File: config.mk
export PLATFORM = sky130hd
export DESIGN_NAME = bcdad_core
export DESIGN_NICKNAME = d
export VERILOG_FILES = /design/src/bcdad_pkg.sv /design/src/bcdad_core.sv /design/src/bcdad_adjust.sv
export VERILOG_INCLUDE_DIRS = /design/src
export SDC_FILE = /design/constraint.sdc
export NUM_CORES = 1
export LEC_CHECK = 0
export BUFFER_PORTS_ARGS = -buffer_cell sky130_fd_sc_hd__clkbuf_2
export CORE_ASPECT_RATIO = 0.75
export CORE_MARGIN = 2
export CORE_UTILIZATION = 55
export DETAILED_ROUTE_END_ITERATION = 12
export HOLD_SLACK_MARGIN = 0.03
export PLACE_DENSITY = 0.73
export RECOVER_POWER = 25
export REMOVE_ABC_BUFFERS = 1
export SLEW_MARGIN = 10
export SYNTH_ARGS = -nofsm -noshare
export SYNTH_HDL_FRONTEND = slang
export SYNTH_SLANG_ARGS = --single-unit
File: constraint.sdc
create_clock -name clk_i -period 3.88 [get_ports clk_i]
set_input_delay 0.388 -clock clk_i [delete_from_list [all_inputs] [get_ports clk_i]]
set_output_delay 0.388 -clock clk_i [all_outputs]
set_load 0.005 [all_outputs]
File: src/bcdad_defs.svh
`ifndef BCDAD_DEFS_SVH
`define BCDAD_DEFS_SVH
// ----------------------------------------
// Register map (word byte addresses)
// ----------------------------------------
`define BCDAD_OFF_CTRL      4'h0
`define BCDAD_OFF_ACC       4'h4
`define BCDAD_OFF_STATUS    4'h8
`define BCDAD_OFF_BANK      4'hc
// ----------------------------------------
// Control fields
// ----------------------------------------
`define BCDAD_CTRL_ADDR_LSB 0
`define BCDAD_CTRL_DEST_BIT 8
`define BCDAD_CTRL_BANK_BIT 9
`define BCDAD_CTRL_EXT_BIT  10
`define BCDAD_CTRL_OP_LSB   12
`define BCDAD_CTRL_GO_BIT   15
// ----------------------------------------
// Status fields
// ----------------------------------------
`define BCDAD_ST_C_BIT      0
`define BCDAD_ST_DC_BIT     1
`define BCDAD_ST_Z_BIT      2
`define BCDAD_ST_N_BIT      3
`define BCDAD_ST_BUSY_BIT   4
// ----------------------------------------
// Numbers
// ----------------------------------------
`define BCDAD_NIB_MAX       4'h9
`define BCDAD_NIB_ADJ       4'h6
`define BCDAD_IDX_LIMIT     8'h5f
`define BCDAD_ACC_RST       8'h00
`define BCDAD_BANK_RST      4'h0
`define BCDAD_IDX_BASE_RST  12'h000
`define BCDAD_FILE_RST      8'h00
`define BCDAD_ACCESS_HI     8'h80
`define BCDAD_ACCESS_SFR    4'hf
`define BCDAD_MEM_DEPTH     16
`endif

File: src/bcdad_pkg.sv
`default_nettype none
package bcdad_pkg;
    typedef enum logic [1:0] {
        BCDAD_OP_NONE = 2'h0,
        BCDAD_OP_ADJ  = 2'h1,
        BCDAD_OP_DEC  = 2'h2
    } bcdad_op_t;
    typedef enum logic [3:0] {
        BCDAD_Q1 = 4'b0001,
        BCDAD_Q2 = 4'b0010,
        BCDAD_Q3 = 4'b0100,
        BCDAD_Q4 = 4'b1000
    } bcdad_phase_t;
endpackage
`default_nettype wire

File: src/bcdad_core.sv
// ----------------------------------------
// Overview of operation
// ----------------------------------------
// Overview of operation
// - Decimal adjust turns accumulator after BCD binary addition into packed BCD.
// - Low nibble above 9 or half-byte carry set: add 6 to it.
// - High nibble above 9 or carry set: add 6 and set carry.
// - Decrement file register; destination bit picks accumulator (0) or register (1).
// - Bank bit zero selects access bank (idx_base_reg offset if ext bit set and address <= 0x5f); one uses bank select pointer.
`include "bcdad_defs.svh"
`default_nettype none
module bcdad_core
    import bcdad_pkg::*;
(
    input  wire logic        clk_i,
    input  wire logic        rst_i,
    input  wire logic        cyc_i,
    input  wire logic        stb_i,
    input  wire logic        we_i,
    input  wire logic [3:0]  adr_i,
    input  wire logic [3:0]  sel_i,
    input  wire logic [31:0] dat_i,
    output logic      [31:0] dat_o,
    output logic             ack_o,
    output logic             busy_o
);
    // ----------------------------------------
    // Registers
    // ----------------------------------------
    logic [7:0]   acc_reg;
    logic [3:0]   bank_select_pointer_reg;
    logic [11:0]  idx_base_reg;
    logic [7:0]   faddr_reg;
    logic         dest_reg;
    logic         bank_reg;
    logic         ext_reg;
    bcdad_op_t    op_reg;
    bcdad_phase_t phase_reg;
    logic         active_reg;
    logic         c_reg, dc_reg, z_reg, n_reg;
    logic [7:0]   operand_reg;
    logic [7:0]   result_reg;
    logic         c_res_reg, dc_res_reg;
    logic [3:0]   slot_reg;
    logic         ack_reg;
    logic [7:0]   file_mem [`BCDAD_MEM_DEPTH];
    // ----------------------------------------
    // Bus decode
    // ----------------------------------------
    // Ack blocks a second take while the strobe is still held
    wire req     = cyc_i & stb_i & ~ack_reg;
    wire wr      = req & we_i;
    wire hit_ctl = adr_i == `BCDAD_OFF_CTRL;
    wire hit_acc = adr_i == `BCDAD_OFF_ACC;
    wire hit_st  = adr_i == `BCDAD_OFF_STATUS;
    wire hit_bk  = adr_i == `BCDAD_OFF_BANK;
    // A start while busy is dropped whole, its other fields too
    wire go      = wr & hit_ctl & sel_i[1] & dat_i[`BCDAD_CTRL_GO_BIT] & ~active_reg;
    wire [1:0] op_field = dat_i[`BCDAD_CTRL_OP_LSB +: 2];
    // ----------------------------------------
    // Address formation
    // ----------------------------------------
    wire use_idx = ~bank_reg & ext_reg & (faddr_reg <= `BCDAD_IDX_LIMIT);
    wire [11:0] idx_addr = idx_base_reg + {4'h0, faddr_reg};
    wire [3:0] acc_bank = faddr_reg < `BCDAD_ACCESS_HI ? 4'h0 : `BCDAD_ACCESS_SFR;
    wire [11:0] full_addr = use_idx ? idx_addr :
                            bank_reg ? {bank_select_pointer_reg, faddr_reg} :
                            {acc_bank, faddr_reg};
    // Only a small window of the data space is stored; upper address bits fold
    wire [3:0] slot = full_addr[3:0];
    // ----------------------------------------
    // Datapath
    // ----------------------------------------
    logic [7:0] adj_res;
    logic       adj_c;
    bcdad_adjust u_adjust (
        .acc_i                  (operand_reg),
        .carry_i                (c_reg),
        .half_byte_carry_flag_i (dc_reg),
        .result_o               (adj_res),
        .carry_o                (adj_c)
    );
    wire [7:0] dec_res = operand_reg - 8'h01;
    wire       dec_c   = operand_reg != 8'h00;
    wire       dec_dc  = operand_reg[3:0] != 4'h0;
    wire       is_adj  = op_reg == BCDAD_OP_ADJ;
    wire       wr_file = ~is_adj & dest_reg;
    // ----------------------------------------
    // Phase sequencer
    // ----------------------------------------
    always_ff @(posedge clk_i) begin
        if (rst_i) begin
            phase_reg  <= BCDAD_Q1;
            active_reg <= 1'b0;
        end else if (go && op_field != BCDAD_OP_NONE) begin
            phase_reg  <= BCDAD_Q1;
            active_reg <= 1'b1;
        end else if (active_reg) begin
            case (phase_reg)
                BCDAD_Q1: phase_reg <= BCDAD_Q2;
                BCDAD_Q2: phase_reg <= BCDAD_Q3;
                BCDAD_Q3: phase_reg <= BCDAD_Q4;
                BCDAD_Q4: begin
                    phase_reg  <= BCDAD_Q1;
                    active_reg <= 1'b0;
                end
                default: phase_reg <= BCDAD_Q1;
            endcase
        end
    end
    // ----------------------------------------
    // Decode latch, operand read, process
    // ----------------------------------------
    always_ff @(posedge clk_i) begin
        if (rst_i) begin
            op_reg      <= BCDAD_OP_NONE;
            faddr_reg   <= 8'h00;
            dest_reg    <= 1'b1;
            bank_reg    <= 1'b1;
            ext_reg     <= 1'b0;
            operand_reg <= 8'h00;
            result_reg  <= 8'h00;
            c_res_reg   <= 1'b0;
            dc_res_reg  <= 1'b0;
            slot_reg    <= 4'h0;
        end else begin
            if (go) begin
                op_reg    <= bcdad_op_t'(op_field);
                faddr_reg <= dat_i[`BCDAD_CTRL_ADDR_LSB +: 8];
                dest_reg  <= dat_i[`BCDAD_CTRL_DEST_BIT];
                bank_reg  <= dat_i[`BCDAD_CTRL_BANK_BIT];
                ext_reg   <= dat_i[`BCDAD_CTRL_EXT_BIT];
            end
            if (active_reg && phase_reg == BCDAD_Q2) begin
                operand_reg <= is_adj ? acc_reg : file_mem[slot];
                slot_reg    <= slot;
            end
            if (active_reg && phase_reg == BCDAD_Q3) begin
                result_reg <= is_adj ? adj_res : dec_res;
                c_res_reg  <= is_adj ? adj_c : dec_c;
                dc_res_reg <= is_adj ? dc_reg : dec_dc;
            end
        end
    end
    // ----------------------------------------
    // Write-back in the final phase
    // ----------------------------------------
    wire wb       = active_reg & (phase_reg == BCDAD_Q4);
    wire wb_acc   = wb & ~wr_file;
    wire wb_flags = wb;
    always_ff @(posedge clk_i) begin
        if (rst_i) begin
            acc_reg <= `BCDAD_ACC_RST;
            c_reg   <= 1'b0;
            dc_reg  <= 1'b0;
            z_reg   <= 1'b0;
            n_reg   <= 1'b0;
        end else if (wb_acc) begin
            acc_reg <= result_reg;
        end else if (wr && hit_acc && sel_i[0]) begin
            acc_reg <= dat_i[7:0];
        end
        if (!rst_i) begin
            // Hardware update in phase 4 wins over a software status write
            if (wb_flags) begin
                c_reg  <= c_res_reg;
                dc_reg <= dc_res_reg;
                z_reg  <= is_adj ? z_reg : result_reg == 8'h00;
                n_reg  <= is_adj ? n_reg : result_reg[7];
            end else if (wr && hit_st && sel_i[0]) begin
                c_reg  <= dat_i[`BCDAD_ST_C_BIT];
                dc_reg <= dat_i[`BCDAD_ST_DC_BIT];
                z_reg  <= dat_i[`BCDAD_ST_Z_BIT];
                n_reg  <= dat_i[`BCDAD_ST_N_BIT];
            end
        end
    end
    always_ff @(posedge clk_i) begin
        if (rst_i) begin
            bank_select_pointer_reg <= `BCDAD_BANK_RST;
            idx_base_reg            <= `BCDAD_IDX_BASE_RST;
        end else if (wr && hit_bk) begin
            if (sel_i[0]) bank_select_pointer_reg <= dat_i[3:0];
            if (sel_i[2]) idx_base_reg[7:0] <= dat_i[23:16];
            if (sel_i[3]) idx_base_reg[11:8] <= dat_i[27:24];
        end
    end
    // Cleared at reset: software has no other way to load a byte, and a
    // decrement of an unknown byte would give nothing to check against
    for (genvar gi = 0; gi < `BCDAD_MEM_DEPTH; gi++) begin : g_file
        always_ff @(posedge clk_i) begin
            if (rst_i) begin
                file_mem[gi] <= `BCDAD_FILE_RST;
            end else if (wb && wr_file && slot_reg == 4'(gi)) begin
                file_mem[gi] <= result_reg;
            end
        end
    end
    // ----------------------------------------
    // Bus answer
    // ----------------------------------------
    wire [31:0] ctl_rd = {16'h0, active_reg, 1'b0, op_reg, 1'b0, ext_reg, bank_reg,
                          dest_reg, faddr_reg};
    wire [31:0] st_rd  = {27'h0, active_reg, n_reg, z_reg, dc_reg, c_reg};
    wire [31:0] bk_rd  = {4'h0, idx_base_reg, 12'h0, bank_select_pointer_reg};
    wire [31:0] rd_mux = hit_ctl ? ctl_rd :
                         hit_acc ? {24'h0, acc_reg} :
                         hit_st  ? st_rd :
                         hit_bk  ? bk_rd : 32'h0;
    always_ff @(posedge clk_i) begin
        if (rst_i) begin
            ack_reg <= 1'b0;
            dat_o   <= 32'h0;
        end else begin
            ack_reg <= req;
            dat_o   <= req ? rd_mux : dat_o;
        end
    end
    assign ack_o  = ack_reg;
    assign busy_o = active_reg;
endmodule
`default_nettype wire

File: src/bcdad_adjust.sv
`include "bcdad_defs.svh"
`default_nettype none
module bcdad_adjust
    import bcdad_pkg::*;
(
    input  wire logic [7:0] acc_i,
    input  wire logic       carry_i,
    input  wire logic       half_byte_carry_flag_i,
    output logic      [7:0] result_o,
    output logic            carry_o
);
    wire       lo_fix = (acc_i[3:0] > `BCDAD_NIB_MAX) | half_byte_carry_flag_i;
    wire [4:0] lo_sum = {1'b0, acc_i[3:0]} + {1'b0, `BCDAD_NIB_ADJ};
    // Low-nibble overflow ripples into the high digit before its test
    wire [3:0] hi_in  = acc_i[7:4] + {3'h0, lo_fix & lo_sum[4]};
    wire       hi_ovf = lo_fix & lo_sum[4] & (acc_i[7:4] == 4'hf);
    wire       hi_fix = (hi_in > `BCDAD_NIB_MAX) | carry_i | hi_ovf;
    wire [3:0] lo_out = lo_fix ? lo_sum[3:0] : acc_i[3:0];
    wire [3:0] hi_out = hi_fix ? hi_in + `BCDAD_NIB_ADJ : hi_in;
    assign result_o = {hi_out, lo_out};
    assign carry_o  = hi_fix | carry_i;
endmodule
`default_nettype wire

==> results.toml, run 1 <==
[routing]
drcViolationCount = 0
dr.first_iter.drc_count = 999
first_pass_iters = 5
vias = 9816
postRouteAntennaNets = 0
vias_per_cell = 6.33
wl_um = 33200
post_drt_wl_per_cell_um = 21.4

[floorplan]
ios = 79
die_x_um = 173
die_y_um = 131
rows = 46
dieArea_um2 = 22700
coreArea_um2 = 21100
start_util_pct = 56.0

[cells_and_area]
drive_above_1_share_pct = 10.1
fin_nets = 1304
final_core_utilization_pct = 61.1
largest_reg_flops = 128
stdcell_count = 1550
syn_to_final_growth_pct = 9.09
num_antenna_cells = 0

[job]
maxCapViolations = 1

[min_path]
hold_class = "in -> reg"
hold-path-endpoint = "bank_reg$_SDFFE_PP1P_"
hold_path_depth = 2
hold_start = "dat_i[9]"

[run_status]
violations = "capacitance limit, slew limit"
status = "complete, but fails checks"

[setup_path]
critical_path_buf_inv_count = 2
arrival_ps = 3640
reg2reg_depth = 7
cp-start-kind = "input pin"
rrSetupSlack_ps = 640
critPathMaxFanout = 58
r2r-start = "ack_o$_SDFF_PP0_"
worstSetupPathType = "in -> reg"
slowest_stage = "clkbuf_1"
regToRegEndpoint = "idx_base_reg[7]$_SDFFE_PP0P_"
critPathTopFamily = "buffers and inverters"
critical_path.startpoint = "rst_i"
critPathMaxStageDelay_ps = 1820
crit_chain = "clkbuf_2 > clkbuf_1 > nor2b_1 > a21boi_0"
end_kind = "flop"
critPathRequiredTime_ps = 4240

[clocking]
htreeDepth = 1
cts_buffers = 22
post_cts_buffers = 0
ctsLongestPathBuffers = 3
cts_tree = "done"
clock_latency_ps = 510
hold_buffers = 0
ctsResizeCount = 0
clkSinkCount = 223
path_clk_slew_ps = 70
clockRootBuffer = "clkbuf_16"

[synth]
syn_area_um2 = 11800
ys_types = 84
synth_cells = 1222
yosys.area.top_type = "edfxtp_1"
synth_area_per_cell_um2 = 9.68
ys_seq_elements = 223
ys_seq_area_share_pct = 48.8
yosysWarnings = 0
synth.area.top_cells = "edfxtp_1, dfxtp_1, and2_1"
synth-edff-count = 130
synth_top_cell_area_share_pct = 33.0
synth-async-reset-ratio_pct = 0
synth_ff_type = "edfxtp_1"

[sta]
finalCriticalPeriod_ps = 3270
rsz0062_at_grt = "false"
max_slew_margin_pct = -63.7
min_period_over_period_pct = 84.4
clock-skew-final_ps = 9.04
setup_viol = 0
final_max_slew_viol_count = 57
fmax_mhz = 305
finalHoldViolations = 0
worst_slew_pin_slew_ps = 2460
whs_ps = 81.6
setup_tns_ps = 0

[pwr]
power.switching_mw = 1.05
clkPwrFrac_pct = 42.4
combPwrFrac_pct = 3.5
intPower_mw = 3.70
power_density_nw_per_um2 = 368
p_sw_share_pct = 22.1
power.total_mw = 4.74
peakVddDrop_v = 0.000317
pwr-share-seq_pct = 54.0
leakage_nw = 4.65

[global_routing]
grt_max_degree = 59
grt_pass1_vias = 8635
track_usage_pct = 28.4
antenna_found_initial = 1
grt_pass1_wl_um = 50100
overflow = 0

[place]
hpwlAfterDp_um = 22700
dp.cells = 1511
routabilityCongestion = 0.874
io_buffers = 66
-- cell usage in the layout, fill, tap and decap left out, types with 33 or more instances in the layout --
cell type / n
nand2_1: 65
o21ai_0: 53
nand2b_1: 33
a21oi_1: 34
nand3_1: 74
edfxtp_1: 130
nor2_1: 131
clkbuf_2: 42
and2_1: 131
dfxtp_1: 92
mux2i_1: 42
-- power groups by stage --
stage / Clock, mW / Combinational [mW] / Sequential, mW
finish: 2.01 / 0.168 / 2.56
global route: 2.12 / 0.181 / 2.57
CTS: 2.02 / 0.167 / 2.56
detailed placement: 0 / 0.166 / 2.61
global placement: 0 / 0.164 / 2.61
floorplan: 0 / 0.0797 / 2.61
-- logic make-up (layout without fill, tap and decap cells) --
family | Yosys count | count (layout) | share of synthesized area [%]
AND/OR/NAND/NOR | 549 | 549 | 24.5
flip-flops | 223 | 223 | 48.8
multiplexers | 49 | 49 | 4.32
AO/OA/AOI/OAI | 258 | 258 | 15.4
buffers and inverters | 119 | 154 | 4.74
adder cells (fa/ha/maj) | 12 | 12 | 1.33
XOR/XNOR | 11 | 11 | 0.878
other | 1 | 6 | 0.0317
-- how the worst max path moves through the flow --
stage	to	slack (ps)	cells past startpoint
final	phase_reg[3]$_SDFFE_PP0P_	610	4
after global routing	phase_reg[3]$_SDFFE_PP0P_	350	4
after CTS	result_reg[7]$_SDFFE_PP0P_	830	13
after detailed placement	result_reg[7]$_SDFFE_PP0P_	860	13
after global placement	result_reg[7]$_SDFFE_PP0P_	920	13
after floorplan	operand_reg[7]$_SDFFE_PP0P_	110	6
-- stage by stage --
step	instance area, µm²	setup slack (ps)
floorplan	11300	111
global placement	12300	922
detailed placement	12300	857
CTS	13000	829
global route	12900	353
finish	12900	606
-- synthesized netlist by cell type (all sizes together) (7+ instances only) --
cell type / n
o31ai: 7
a211o: 10
nand3: 75
and2: 132
a31oi: 13
nor2: 132
buf: 33
a22oi: 31
nor3: 21
clkbuf: 70
a21oi: 34
a21o: 11
a32oi: 21
dfxtp: 93
mux2i: 42
ha: 11
nand4: 31
inv: 16
o21ai: 56
and3: 23
edfxtp: 130
nand2b: 33
nor2b: 7
nand2: 66
a22o: 10
a211oi: 26
-- metal layers --
layer  track usage [%]  part of all wire (%)
met3              7.09                    12
met2              40.6                    42
met1              43.3                    44
met5                 0                 0.024
met4              6.58                   2.1
-- area by class of cell --
class	instances	area [µm²]
tap	288	360
inverter	16	60.1
multi-input combinational	885	5520
clock inverter	12	61.3
timing repair buffer	99	533
clock buffer	27	601
fill	1815	8220
sequential	223	5770
Note: power is estimated with default switching activity, not from simulation.
==> run 2: changes to the inputs <==
- clock period: 3.88 -> 3.4 ns (I/O delays scaled with it)
==> run 2 against run 1 <==
The flow still finishes with violations (capacitance limit, slew limit). Design area rose by 0.63%. First-iteration DRC count up 12%. Clock power grew 22%. Core utilization increased by 0.39 points. Total power is 18% higher. Worst setup slack got worse by 520 ps. Sequential power increased by 14%. Sequential share of layout area is 0.28 points lower. Critical endpoint is now operand_reg[1]$_SDFFE_PP0P_. Largest power group unchanged.
==> results.toml, run 2 (same netlist as run 1, synthesis figures left out) <==
[floorplan]
die_y_um = 131
coreArea_um2 = 21100
start_util_pct = 56.0
die_x_um = 173
rows = 46
ios = 79
dieArea_um2 = 22700

[sta]
max_slew_margin_pct = -86.6
finalHoldViolations = 0
setup_viol = 0
fmax_mhz = 302
clock-skew-final_ps = 14.3
finalCriticalPeriod_ps = 3310
final_max_slew_viol_count = 64
worst_slew_pin_slew_ps = 2800
rsz0062_at_grt = "false"
min_period_over_period_pct = 97.5
setup_tns_ps = 0

[cells_and_area]
postLayoutCellArea_um2 = 13000
nFillCells = 1759
final_common_cell = "nor2_1"
syn_to_final_growth_pct = 9.78
num_antenna_cells = 0
seq_area_um2 = 5770
multiInputGateArea_um2 = 5510
layout_common_cells = "nor2_1, and2_1, edfxtp_1"
largest_reg_flops = 128
drive_above_1_share_pct = 10.5
fin_nets = 1306

[place]
hpwlAfterDp_um = 22700
place_area_um2 = 12300
io_buffers = 66
routabilityCongestion = 0.912

[clocking]
clockRootBuffer = "clkbuf_16"
ctsResizeCount = 0
ctsLongestPathBuffers = 3
cts_buffers = 23
clkSinkCount = 223
cts_tree = "done"
path_clk_slew_ps = 60
htreeDepth = 1
hold_buffers = 0
post_cts_buffers = 0
clock_latency_ps = 510

[global_routing]
grt_max_degree = 64
grt_pass1_vias = 8895
antenna_found_initial = 0
overflow = 0
grt_pass1_wl_um = 50500
track_usage_pct = 28.6

[routing]
first_pass_iters = 6
dr.first_iter.drc_count = 1115
vias_per_cell = 6.37
vias = 9900
wl_um = 33300
postRouteAntennaNets = 0
drcViolationCount = 0
post_drt_wl_per_cell_um = 21.4

[pwr]
p_sw_share_pct = 21.4
clkPwrFrac_pct = 44.1
peakVddDrop_v = 0.000454
intPower_mw = 4.39
combPwrFrac_pct = 3.5
leakage_nw = 4.72
power_density_nw_per_um2 = 430
power.switching_mw = 1.19
pwr-share-seq_pct = 52.5

[setup_path]
end_kind = "flop"
critPathMaxFanout = 12
arrival_ps = 3710
cp-start-kind = "flop"
worstSetupPathType = "reg -> reg"
critPathRequiredTime_ps = 3790

[run_status]
status = "complete, but fails checks"
violations = "capacitance limit, slew limit"

[job]
maxCapViolations = 1

[min_path]
hold_class = "in -> reg"
run 2: worst paths after layout:
path,start,end,slack (ps),cells past startpoint
max,idx_base_reg[0]$_SDFFE_PP0P_,operand_reg[1]$_SDFFE_PP0P_,90,8
min,dat_i[9],bank_reg$_SDFFE_PP1P_,40,2
max reg2reg,idx_base_reg[0]$_SDFFE_PP0P_,operand_reg[1]$_SDFFE_PP0P_,90,8
min reg2reg,dat_o[9]$_SDFFE_PP0P_,dat_o[9]$_SDFFE_PP0P_,460,2
run 2: metal layers:
| metal | up-vias | track usage, % | wire length, µm |
|---|---|---|---|
| met5 | - | 0 | 0 |
| met4 | 0 | 6.43 | 654 |
| met3 | 62 | 5.73 | 3750 |
| met2 | 539 | 41.7 | 13900 |
| met1 | 4796 | 43.8 | 14900 |
| li1 | 4503 | - | - |
run 2: per-stage QoR:
step / hold WS (ps) / utilization [%] / worst slack (ps) / instances / power (mW)
2_1_floorplan: 409 / - / -369 / 1124 / 3.07
3_3_place_gp: 442 / 58.3 / 462 / 1512 / 3.17
3_5_place_dp: 445 / 58.3 / 447 / 1512 / 3.17
4_1_cts: 33.3 / 61.7 / 373 / 1553 / 5.59
5_1_grt: 33.0 / 61.5 / 5.44 / 1553 / 5.71
6_report: 40.7 / 61.5 / 85.3 / 1553 / 5.58
run 2: critical path, cell delays in order (launching register included):
cell and delay (ps):
dfxtp_1 360, ha_1 210, inv_1 60, fa_1 820, or4_1 250, nand2_2 140
a222oi_1 1040, a31oi_1 180, o31ai_1 140
run 2: layout make-up:
cell class	instances	area share [%]
Clock buffer	34	5.40
Clock inverter	7	0.231
Inverter	16	0.463
Multi-Input combinational cell	885	42.5
Sequential cell	223	44.4
Tap cell	288	2.78
Timing Repair Buffer	100	4.24
run 2: power by group through the flow:
stage / Combinational [mW] / Sequential, mW / Clock [mW]
3_5_place_dp: 0.191 / 2.98 / 0
3_3_place_gp: 0.188 / 2.98 / 0
4_1_cts: 0.192 / 2.93 / 2.47
5_1_grt: 0.209 / 2.93 / 2.57
2_1_floorplan: 0.0909 / 2.98 / 0
6_report: 0.194 / 2.93 / 2.46
